[src/cmc_pkg.sv]
package cmc_pkg;
   localparam int CMC_MB_MAX = 8;
   // Byte offsets inside the 4 KB register window.
   localparam logic [11:0] CMC_ACR_OFF  = 12'h000;
   localparam logic [11:0] CMC_CFG_OFF  = 12'h004;
   localparam logic [11:0] CMC_TIM_OFF  = 12'h008;
   localparam logic [11:0] CMC_TCR_OFF  = 12'h00c;
   localparam logic [3:0]  CMC_MB_PAGE  = 4'h2;
   localparam logic [4:0]  CMC_MMR_OFF  = 5'h00;
   localparam logic [4:0]  CMC_MAM_OFF  = 5'h04;
   localparam logic [4:0]  CMC_MID_OFF  = 5'h08;
   localparam logic [4:0]  CMC_MASKED_FAMILY_IDENTIFIER_OFF = 5'h0c;
   localparam logic [4:0]  CMC_MSR_OFF  = 5'h10;
   localparam logic [4:0]  CMC_MCR_OFF  = 5'h1c;
   // Field positions.
   localparam int CMC_MOT_LSB   = 24;
   localparam int CMC_PRI_LSB   = 16;
   localparam int CMC_IDE_BIT   = 29;
   localparam int CMC_STD_LSB   = 18;
   localparam int CMC_TXREQ_BIT = 23;
   localparam int CMC_ABREQ_BIT = 22;
   localparam int CMC_RDY_BIT   = 23;
   localparam int CMC_ABT_BIT   = 22;
   localparam int CMC_PEND_BIT  = 21;
   localparam int CMC_TRST_BIT  = 31;
   // Object type codes.
   localparam logic [2:0] CMC_OT_OFF  = 3'h0;
   localparam logic [2:0] CMC_OT_RX   = 3'h1;
   localparam logic [2:0] CMC_OT_RXOW = 3'h2;
   localparam logic [2:0] CMC_OT_TX   = 3'h3;
   localparam logic [2:0] CMC_OT_CONS = 3'h4;
   localparam logic [2:0] CMC_OT_PROD = 3'h5;

   typedef struct packed {
      logic [CMC_MB_MAX-1:0][2:0]  object_type;
      logic [CMC_MB_MAX-1:0][3:0]  prior;
      logic [CMC_MB_MAX-1:0][15:0] tmark;
      logic [CMC_MB_MAX-1:0][29:0] mask;
      logic [CMC_MB_MAX-1:0][29:0] id;
      logic [CMC_MB_MAX-1:0]       pend;
      logic [CMC_MB_MAX-1:0]       inflight;
      logic [CMC_MB_MAX-1:0]       rsent;
      logic [CMC_MB_MAX-1:0]       rgot;
      logic [CMC_MB_MAX-1:0]       rdy;
      logic [CMC_MB_MAX-1:0]       abt;
      logic                        ttm;
      logic [15:0]                 timer;
      logic                        wr_pend;
      logic                        rd_pend;
      logic [11:0]                 addr;
      logic [31:0]                 rdata;
      logic                        ready;
      logic                        resp;
      logic                        tx_valid;
      logic [2:0]                  tx_mb;
      logic                        tx_rtr;
      logic                        rx_hit;
      logic [2:0]                  rx_mb;
      logic                        rx_store;
      logic                        rx_drop;
      logic                        irq;
   } cmc_state_s;
endpackage : cmc_pkg

[src/cmc_mailbox.sv]
// Added by the designer: register access over AHB-Lite and the register offsets.
`timescale 1ns/10ps
`default_nettype none
module cmc_mailbox
   import cmc_pkg::*;
#(
   parameter int MB_NUM = 8
)(
   // Clock and reset.
   input  wire logic        hclk,
   input  wire logic        hresetn,
   // AHB-Lite slave.
   input  wire logic        hsel,
   input  wire logic [31:0] haddr,
   input  wire logic [1:0]  htrans,
   input  wire logic        hwrite,
   input  wire logic [2:0]  hsize,
   input  wire logic [31:0] hwdata,
   input  wire logic        hready,
   output logic             hreadyout,
   output logic             hresp,
   output logic [31:0]      hrdata,
   // Protocol core, transmit side.
   output logic             tx_valid,
   output logic [2:0]       tx_mb,
   output logic             tx_rtr,
   input  wire logic        tx_start,
   input  wire logic        tx_done,
   // Protocol core, receive side.
   input  wire logic        rx_valid,
   input  wire logic [28:0] rx_id,
   input  wire logic        rx_rtr,
   output logic             rx_hit,
   output logic [2:0]       rx_mb,
   output logic             rx_store,
   output logic             rx_drop,
   // Abort interrupt request.
   output logic             abort_irq
);
   import cmc_pkg::*;

   if (MB_NUM < 1 || MB_NUM > CMC_MB_MAX)
   begin : g_bad
      $error("MB_NUM must be 1 to 8");
   end

   cmc_state_s q;
   cmc_state_s n;
   logic [CMC_MB_MAX-1:0] elig_q;

   ////////////////////////////////////////////////////////////////////////////
   function automatic logic is_txt(input logic [2:0] t);
      is_txt = (t == CMC_OT_TX) || (t == CMC_OT_CONS) || (t == CMC_OT_PROD);
   endfunction : is_txt

   function automatic logic [28:0] fam_pack(input logic [29:0] idv, input logic [29:0] m);
      logic [28:0] r;
      logic [4:0]  k;
      r = '0;
      k = '0;
      for (int b = 0; b < 29; b++)
      begin
         if (m[b])
         begin
            r[k] = idv[b];
            k = k + 5'h01;
         end
      end
      fam_pack = r;
   endfunction : fam_pack

   function automatic logic id_match(input logic [29:0] idv, input logic [29:0] m,
                                     input logic [28:0] f);
      logic [28:0] d;
      d = (idv[28:0] ^ f) & m[28:0];
      id_match = (d[28:CMC_STD_LSB] == '0) &&
                 (!m[CMC_IDE_BIT] || d[CMC_STD_LSB-1:0] == '0);
   endfunction : id_match

   // Transmit candidates; a frame already in flight stays a candidate until done, but a higher-priority candidate can take the offer.
   function automatic logic [CMC_MB_MAX-1:0] elig(input cmc_state_s s);
      logic [CMC_MB_MAX-1:0] e;
      e = '0;
      for (int i = 0; i < MB_NUM; i++)
      begin
         e[i] = s.pend[i] && ((s.object_type[i] == CMC_OT_TX) ||
                (s.object_type[i] == CMC_OT_CONS && !s.rsent[i]) ||
                (s.object_type[i] == CMC_OT_PROD && s.rgot[i])) &&
                (!s.ttm || s.timer >= s.tmark[i]);
      end
      elig = e;
   endfunction : elig

   function automatic logic [3:0] arb(input logic [CMC_MB_MAX-1:0] e,
                                      input logic [CMC_MB_MAX-1:0][3:0] p);
      logic [3:0] best;
      logic       f;
      logic [2:0] w;
      f = 1'b0;
      w = '0;
      best = '0;
      for (int i = 0; i < CMC_MB_MAX; i++)
      begin
         if (e[i] && (!f || p[i] > best))
         begin
            f = 1'b1;
            best = p[i];
            w = 3'(i);
         end
      end
      arb = {f, w};
   endfunction : arb

   ////////////////////////////////////////////////////////////////////////////
   always_comb
   begin
      logic [2:0]            mi;
      logic                  mbok;
      logic [4:0]            mo;
      logic [CMC_MB_MAX-1:0] abreq;
      logic [CMC_MB_MAX-1:0] txreq;
      logic                  found;
      logic [3:0]            pick;
      mi = q.addr[7:5];
      mo = q.addr[4:0];
      mbok = (q.addr[11:8] == CMC_MB_PAGE) && (32'(mi) < MB_NUM);
      abreq = '0;
      txreq = '0;
      found = 1'b0;
      pick = '0;
      n = q;
      n.resp = 1'b0;
      n.rx_hit = 1'b0;
      n.rx_store = 1'b0;
      n.rx_drop = 1'b0;
      n.timer = q.timer + 16'h0001;
      // Read data is built one cycle after the address phase, so it always
      // sees the effect of a write that was in its data phase just before.
      if (q.rd_pend)
      begin
         n.rd_pend = 1'b0;
         n.ready = 1'b1;
         n.rdata = '0;
         if (q.addr == CMC_CFG_OFF)
            n.rdata[0] = q.ttm;
         else if (q.addr == CMC_TIM_OFF)
            n.rdata[15:0] = q.timer;
         else if (mbok)
         begin
            unique case (mo)
               CMC_MMR_OFF:
               begin
                  n.rdata[CMC_MOT_LSB+:3] = q.object_type[mi];
                  n.rdata[CMC_PRI_LSB+:4] = q.prior[mi];
                  n.rdata[15:0] = q.tmark[mi];
               end
               CMC_MAM_OFF:  n.rdata[29:0] = q.mask[mi];
               CMC_MID_OFF:  n.rdata[29:0] = q.id[mi];
               CMC_MASKED_FAMILY_IDENTIFIER_OFF: n.rdata[28:0] = fam_pack(q.id[mi], q.mask[mi]);
               CMC_MSR_OFF:
               begin
                  n.rdata[CMC_RDY_BIT] = q.rdy[mi];
                  n.rdata[CMC_ABT_BIT] = q.abt[mi];
                  n.rdata[CMC_PEND_BIT] = q.pend[mi];
               end
               default: n.rdata = '0;
            endcase
         end
      end
      // Write data phase; hardware events below may set what a write clears.
      if (q.wr_pend)
      begin
         n.wr_pend = 1'b0;
         if (q.addr == CMC_ACR_OFF)
            abreq = hwdata[CMC_MB_MAX-1:0];
         else if (q.addr == CMC_TCR_OFF)
         begin
            txreq = hwdata[CMC_MB_MAX-1:0];
            if (hwdata[CMC_TRST_BIT])
               n.timer = '0;
         end
         else if (q.addr == CMC_CFG_OFF)
         begin
            n.ttm = hwdata[0];
            if (!hwdata[0])
               n.tmark = '0;
         end
         else if (mbok)
         begin
            unique case (mo)
               CMC_MMR_OFF:
               begin
                  n.object_type[mi] = hwdata[CMC_MOT_LSB+:3];
                  n.prior[mi] = hwdata[CMC_PRI_LSB+:4];
                  n.tmark[mi] = q.ttm ? hwdata[15:0] : 16'h0000;
                  n.pend[mi] = 1'b0;
                  n.inflight[mi] = 1'b0;
                  n.rsent[mi] = 1'b0;
                  n.rgot[mi] = 1'b0;
                  n.abt[mi] = 1'b0;
                  n.rdy[mi] = (hwdata[CMC_MOT_LSB+:3] == CMC_OT_TX) ||
                              (hwdata[CMC_MOT_LSB+:3] == CMC_OT_PROD);
               end
               CMC_MAM_OFF: n.mask[mi] = hwdata[29:0];
               CMC_MID_OFF:
               begin
                  n.id[mi] = hwdata[29:0];
                  if (!hwdata[CMC_IDE_BIT])
                     n.id[mi][CMC_STD_LSB-1:0] = '0;
               end
               CMC_MCR_OFF:
               begin
                  n.rdy[mi] = 1'b0;
                  n.abt[mi] = 1'b0;
                  abreq[mi] = hwdata[CMC_ABREQ_BIT];
                  txreq[mi] = hwdata[CMC_TXREQ_BIT];
               end
               default: n.rdy = q.rdy;
            endcase
         end
      end
      // Transfer requests arm enabled mailboxes only.
      for (int i = 0; i < MB_NUM; i++)
      begin
         if (txreq[i] && q.object_type[i] != CMC_OT_OFF && q.object_type[i] <= CMC_OT_PROD)
         begin
            n.pend[i] = 1'b1;
            n.rdy[i] = 1'b0;
            n.abt[i] = 1'b0;
            n.rsent[i] = 1'b0;
            n.rgot[i] = 1'b0;
         end
      end
      // Transmit progress reported by the core.
      if (q.tx_valid && tx_start)
         n.inflight[q.tx_mb] = 1'b1;
      if (q.tx_valid && tx_done)
      begin
         n.inflight[q.tx_mb] = 1'b0;
         if (q.object_type[q.tx_mb] == CMC_OT_CONS)
            n.rsent[q.tx_mb] = 1'b1;
         else
         begin
            n.pend[q.tx_mb] = 1'b0;
            n.rgot[q.tx_mb] = 1'b0;
            n.rdy[q.tx_mb] = 1'b1;
         end
      end
      // Aborts; a frame already handed to the transceiver cannot be recalled.
      for (int i = 0; i < MB_NUM; i++)
      begin
         if (abreq[i] && n.pend[i] && !n.inflight[i] && is_txt(q.object_type[i]) &&
             !(q.object_type[i] == CMC_OT_CONS && n.rsent[i]))
         begin
            n.pend[i] = 1'b0;
            n.rgot[i] = 1'b0;
            n.abt[i] = 1'b1;
         end
      end
      // Receive acceptance: the lowest-numbered matching mailbox wins.
      if (rx_valid)
      begin
         for (int i = 0; i < MB_NUM; i++)
         begin
            if (!found && n.pend[i] && id_match(q.id[i], q.mask[i], rx_id) &&
                (((q.object_type[i] == CMC_OT_RX || q.object_type[i] == CMC_OT_RXOW) && !rx_rtr) ||
                 (q.object_type[i] == CMC_OT_CONS && n.rsent[i] && !rx_rtr) ||
                 (q.object_type[i] == CMC_OT_PROD && rx_rtr && !n.rgot[i])))
            begin
               found = 1'b1;
               n.rx_hit = 1'b1;
               n.rx_mb = 3'(i);
               if (q.object_type[i] == CMC_OT_RX && q.rdy[i])
                  n.rx_drop = 1'b1;
               else if (q.object_type[i] == CMC_OT_PROD)
                  n.rgot[i] = 1'b1;
               else
               begin
                  n.rx_store = 1'b1;
                  n.rdy[i] = 1'b1;
                  if (q.object_type[i] == CMC_OT_CONS)
                     n.pend[i] = 1'b0;
               end
            end
         end
      end
      // Offer the next transmit candidate from the updated state.
      pick = arb(elig(n), n.prior);
      n.tx_valid = pick[3];
      n.tx_mb = pick[2:0];
      n.tx_rtr = (n.object_type[pick[2:0]] == CMC_OT_CONS);
      n.irq = |n.abt;
      // Address phase; reads take one wait state.
      if (hsel && htrans[1] && hready)
      begin
         n.addr = {haddr[11:2], 2'b00};
         n.wr_pend = hwrite;
         n.rd_pend = !hwrite;
         n.ready = hwrite;
      end
   end

   always_ff @(posedge hclk or negedge hresetn)
   begin
      if (!hresetn)
      begin
         q <= '0;
         q.ready <= 1'b1;
      end
      else
         q <= n;
   end

   assign hreadyout = q.ready;
   assign hresp = q.resp;
   assign hrdata = q.rdata;
   assign tx_valid = q.tx_valid;
   assign tx_mb = q.tx_mb;
   assign tx_rtr = q.tx_rtr;
   assign rx_hit = q.rx_hit;
   assign rx_mb = q.rx_mb;
   assign rx_store = q.rx_store;
   assign rx_drop = q.rx_drop;
   assign abort_irq = q.irq;
   assign elig_q = elig(q);

   ////////////////////////////////////////////////////////////////////////////
   group_abort_a : assert property (@(posedge hclk) disable iff (!hresetn)
      q.wr_pend && q.addr == CMC_ACR_OFF && hwdata[0] && q.object_type[0] == CMC_OT_TX &&
      q.pend[0] && !q.inflight[0] && !(q.tx_valid && tx_start && q.tx_mb == 3'h0)
      |=> q.abt[0] && !q.pend[0])
      else $error("group abort did not cancel mailbox 0");

   rx_abort_a : assert property (@(posedge hclk) disable iff (!hresetn)
      q.wr_pend && q.addr == CMC_ACR_OFF && hwdata[1] && q.object_type[1] == CMC_OT_RX
      |=> !q.abt[1] && $stable(q.pend[1]))
      else $error("abort acted on a receive mailbox");

   prod_abort_a : assert property (@(posedge hclk) disable iff (!hresetn)
      $fell(q.pend[7]) && $rose(q.abt[7]) && q.object_type[7] == CMC_OT_PROD
      |-> !q.rgot[7] ##1 (!(rx_hit && rx_mb == 3'h7))[*8])
      else $error("aborted producer answered a remote frame");

   time_gate_a : assert property (@(posedge hclk) disable iff (!hresetn)
      q.tx_valid && q.ttm |-> q.timer >= q.tmark[q.tx_mb])
      else $error("transmit offered before timemark");

   stamp_zero_a : assert property (@(posedge hclk) disable iff (!hresetn)
      !q.ttm |-> q.tmark == '0)
      else $error("timemark nonzero in timestamp mode");

   tie_break_a : assert property (@(posedge hclk) disable iff (!hresetn)
      q.tx_valid && q.tx_mb == 3'h1 |-> !(elig_q[0] && q.prior[0] >= q.prior[1]))
      else $error("transmit arbitration order wrong");

   tx_type_a : assert property (@(posedge hclk) disable iff (!hresetn)
      q.tx_valid |-> is_txt(q.object_type[q.tx_mb]))
      else $error("transmit offered by a non-transmit mailbox");

   rx_keep_a : assert property (@(posedge hclk) disable iff (!hresetn)
      rx_valid ##1 q.rx_drop |-> q.object_type[q.rx_mb] == CMC_OT_RX && $past(q.rdy[q.rx_mb]))
      else $error("frame dropped without a full receive mailbox");

   ext_zero_a : assert property (@(posedge hclk) disable iff (!hresetn)
      !q.id[0][CMC_IDE_BIT] |-> q.id[0][CMC_STD_LSB-1:0] == '0)
      else $error("extended identifier part not zero");

   abort_irq_a : assert property (@(posedge hclk) disable iff (!hresetn)
      $rose(|q.abt) |-> abort_irq throughout (|q.abt)[*1])
      else $error("abort flag without interrupt");

endmodule : cmc_mailbox
`default_nettype wire

[config.mk]
export PLATFORM = sky130hd
export DESIGN_NAME = cmc_mailbox
export DESIGN_NICKNAME = d
export VERILOG_FILES = /design/src/cmc_pkg.sv /design/src/cmc_mailbox.sv
export SDC_FILE = /design/constraint.sdc
export NUM_CORES = 2
export LEC_CHECK = 0
export ABC_AREA = 1
export BUFFER_PORTS_ARGS = -buffer_cell sky130_fd_sc_hd__buf_4
export CAP_MARGIN = 20
export CORE_MARGIN = 2
export CORE_UTILIZATION = 55
export CTS_BUF_LIST = sky130_fd_sc_hd__clkbuf_16
export DETAILED_ROUTE_END_ITERATION = 12
export PLACE_DENSITY = 0.7
export SYNTH_ARGS = -nofsm -noshare
export SYNTH_HDL_FRONTEND = slang
export SYNTH_SLANG_ARGS = --single-unit
export TNS_END_PERCENT = 50
[constraint.sdc]
create_clock -name hclk -period 28.4 [get_ports hclk]
set_clock_uncertainty 0.1 [all_clocks]
set_input_delay 1.42 -clock hclk [delete_from_list [all_inputs] [get_ports hclk]]
set_output_delay 1.42 -clock hclk [all_outputs]
set_load 0.02 [all_outputs]
==> out/qor.txt <==
Routability congestion estimate - 1.06
CP Launch Type - flop
Mapped Cells - 9137
Cell area after synthesis - 60900 µm²
Crit-path max FO - 15
Warnings from Yosys - 0
Synth top area cells - dfrtp_1 32%, nand2_1 15%, nand3_1 9.6%
GR Util met3 - 0.126
Total CTS buffers - 82
Clock sinks - 784
Via-to-Cell Ratio - 6.42
WP data required - 28860 ps
Hold depth - 2
Worst-Skew Late Latency - 690 ps
Minimum clock period - 18740 ps
CP endpoint kind - flop
Period utilization - 0.660
GR Util met2 - 0.676
Routed len/inst - 25.3 µm
Slowest-stage cell, CP - nor2_1
Hold_buf cts - 0
Total of max-cap violations - 0
Critical Path AT - 19200 ps
1st-iter DRT viols - 9405
Netlist cell types - 76
Post-CTS resize count - 0
Crit-path max cell delay - 740 ps
Synthesized flop and latch total - 784
Initial core utilization - 0.552
Clock Tree Root - clkbuf_16
Most common cell in the synthesized netlist - nand2_1
Pin count of the biggest net entering global routing - 146
Finish-stage setup viols - 0
Width of the chip - 337 µm
Worst R2R Setup Slack - 9660 ps
TritonCTS clock tree - done
Reg2reg start - q[52]
Max Buffers Root-to-Sink - 3
Global-route wire length before repair - 390000 µm
Status - finished clean
CTS clk-pin slew, worst paths - 60 ps
Most Frequent Cell on Critical Path - nand2_1
Routed wire length - 269000 µm
Share of cells above drive strength 1 - 0.0722
Synth top cells by count - 2459 x nand2_1, 1163 x nand3_1, 1013 x inv_1
Die extent in y - 337 µm
Seq/Total Area, Yosys - 0.322
Area grow syn2layout - 7.81%
Number of flops mapped to enable cells by yosys - 0
Final Slew Violations - 0
Net total in the final layout - 9420
IO Port Bufs - 122
Worst-margin pin slew - 1220 ps
M1 GR Usage - 0.603
Number of global-route vias before repair - 61800
Relative slew slack - 0.166
HPWL Detailed - 196000 µm
Total grt overflow - 0
Postcts setup bufs - 0
FF-to-FF path depth - 98
Vias - 68100
DR pass1 iterations - 7
GRT Util Overall - 0.462
Cell Rows - 122
Largest area contributor in the netlist - dfrtp_1
I/O Pins - 153
Busiest grt layer - met2
Die area - 113000 µm²
Core Footprint - 110000 µm²
Max Clk Rate - 53.4 MHz
Initial antenna violation count - 12
Sum Neg Setup Slack - 0 ps
HP Class - flop to flop
Fin. Hold Viols - 0
RSZ-0062 raised after global routing - false
Asr flop ratio synth - 1.00
Synth top area share - 0.322
CTS H-tree lvls - 3
Synthesized area per cell - 6.66 µm²
ANT nets after route - 0
DRC - 0
Worst R2R End - hrdata[1]
Most used DFF post-synth - dfrtp_1
Setup CP Type - flop to flop
==> layer usage <==
metal / vias up / wire length [µm]
met1: 32000 / 102000
met2: 4546 / 111000
met5: - / 14
met4: 2 / 20300
li1: 30600 / -
met3: 918 / 34900
==> cell families after synthesis <==
group           after synthesis  share of synthesized area
compound gates             1908                      0.192
simple gates               4635                      0.330
xor+xnor                     23                    0.00331
flops                       784                      0.322
mux                          16                    0.00269
fa+ha+maj                   258                     0.0531
other cells                   1                  0.0000616
buf+inv                    1512                     0.0964
==> metrics by stage <==
step / setup slack, ps / cell area (µm²) / util / hold slack [ps] / instances
6_report: 9660 / 65600 / 0.596 / 386 / 10600
5_1_grt: 8110 / 65600 / 0.596 / 405 / 10600
4_1_cts: 9930 / 65600 / 0.595 / 388 / 10600
3_5_place_dp: 9990 / 63000 / 0.572 / 373 / 10500
3_3_place_gp: 10470 / 63000 / 0.572 / 366 / 10500
2_1_floorplan: 12830 / 60900 / - / 350 / 9139
==> cells in the final DEF, fill, tap and decap left out, drive strengths merged, types with 26 or more instances in the layout <==
cell     instances
nand4           91
clkbuf          83
clkinv          67
or2             45
inv           1086
o21a            47
o21ai          862
o221ai          39
nand3         1184
a21oi          228
dfrtp          783
o211ai         183
ha             257
a31oi           26
a22o            33
a221oi          95
nor3            57
o22ai          194
nor2           644
o2111ai         39
a22oi           40
buf            242
nand2         2588
==> critical path: cells and delay by family, from the launching register on <==
| kind | cells | cell delay, ps |
|---|---|---|
| DFF | 1 | 590 |
| AOI/OAI and AO/OA | 5 | 1520 |
| and+or+nand+nor | 57 | 7310 |
| adders and majority gates | 26 | 7500 |
| buffers and inverters | 10 | 1570 |
==> layout make-up <==
class | count | area, µm²
Timing Repair Buffer | 243 | 1890
Clock inverter | 63 | 529
Tap cell | 1488 | 1860
Inverter | 1101 | 4140
Multi-Input combinational cell | 6843 | 35500
Fill cell | 10700 | 44600
Antenna cell | 8 | 20.0
Clock buffer | 82 | 2050
Sequential cell | 784 | 19600
==> how the worst max path moves through the flow <==
stage                     startpoint    endpoint  slack (ps)  depth (start not counted)
after global routing           q[52]   hrdata[1]        8110                         99
after global placement         q[52]  hrdata[13]       10470                         95
after detailed placement       q[52]  hrdata[13]        9990                         99
after floorplan                q[52]   hrdata[9]       12830                         95
after CTS                      q[52]  hrdata[13]        9930                         99
final                          q[52]   hrdata[1]        9660                         98
Power is left out: the tool's default activity adds up to more than one toggle a clock period on the data nets, which glitch-free logic cannot reach.
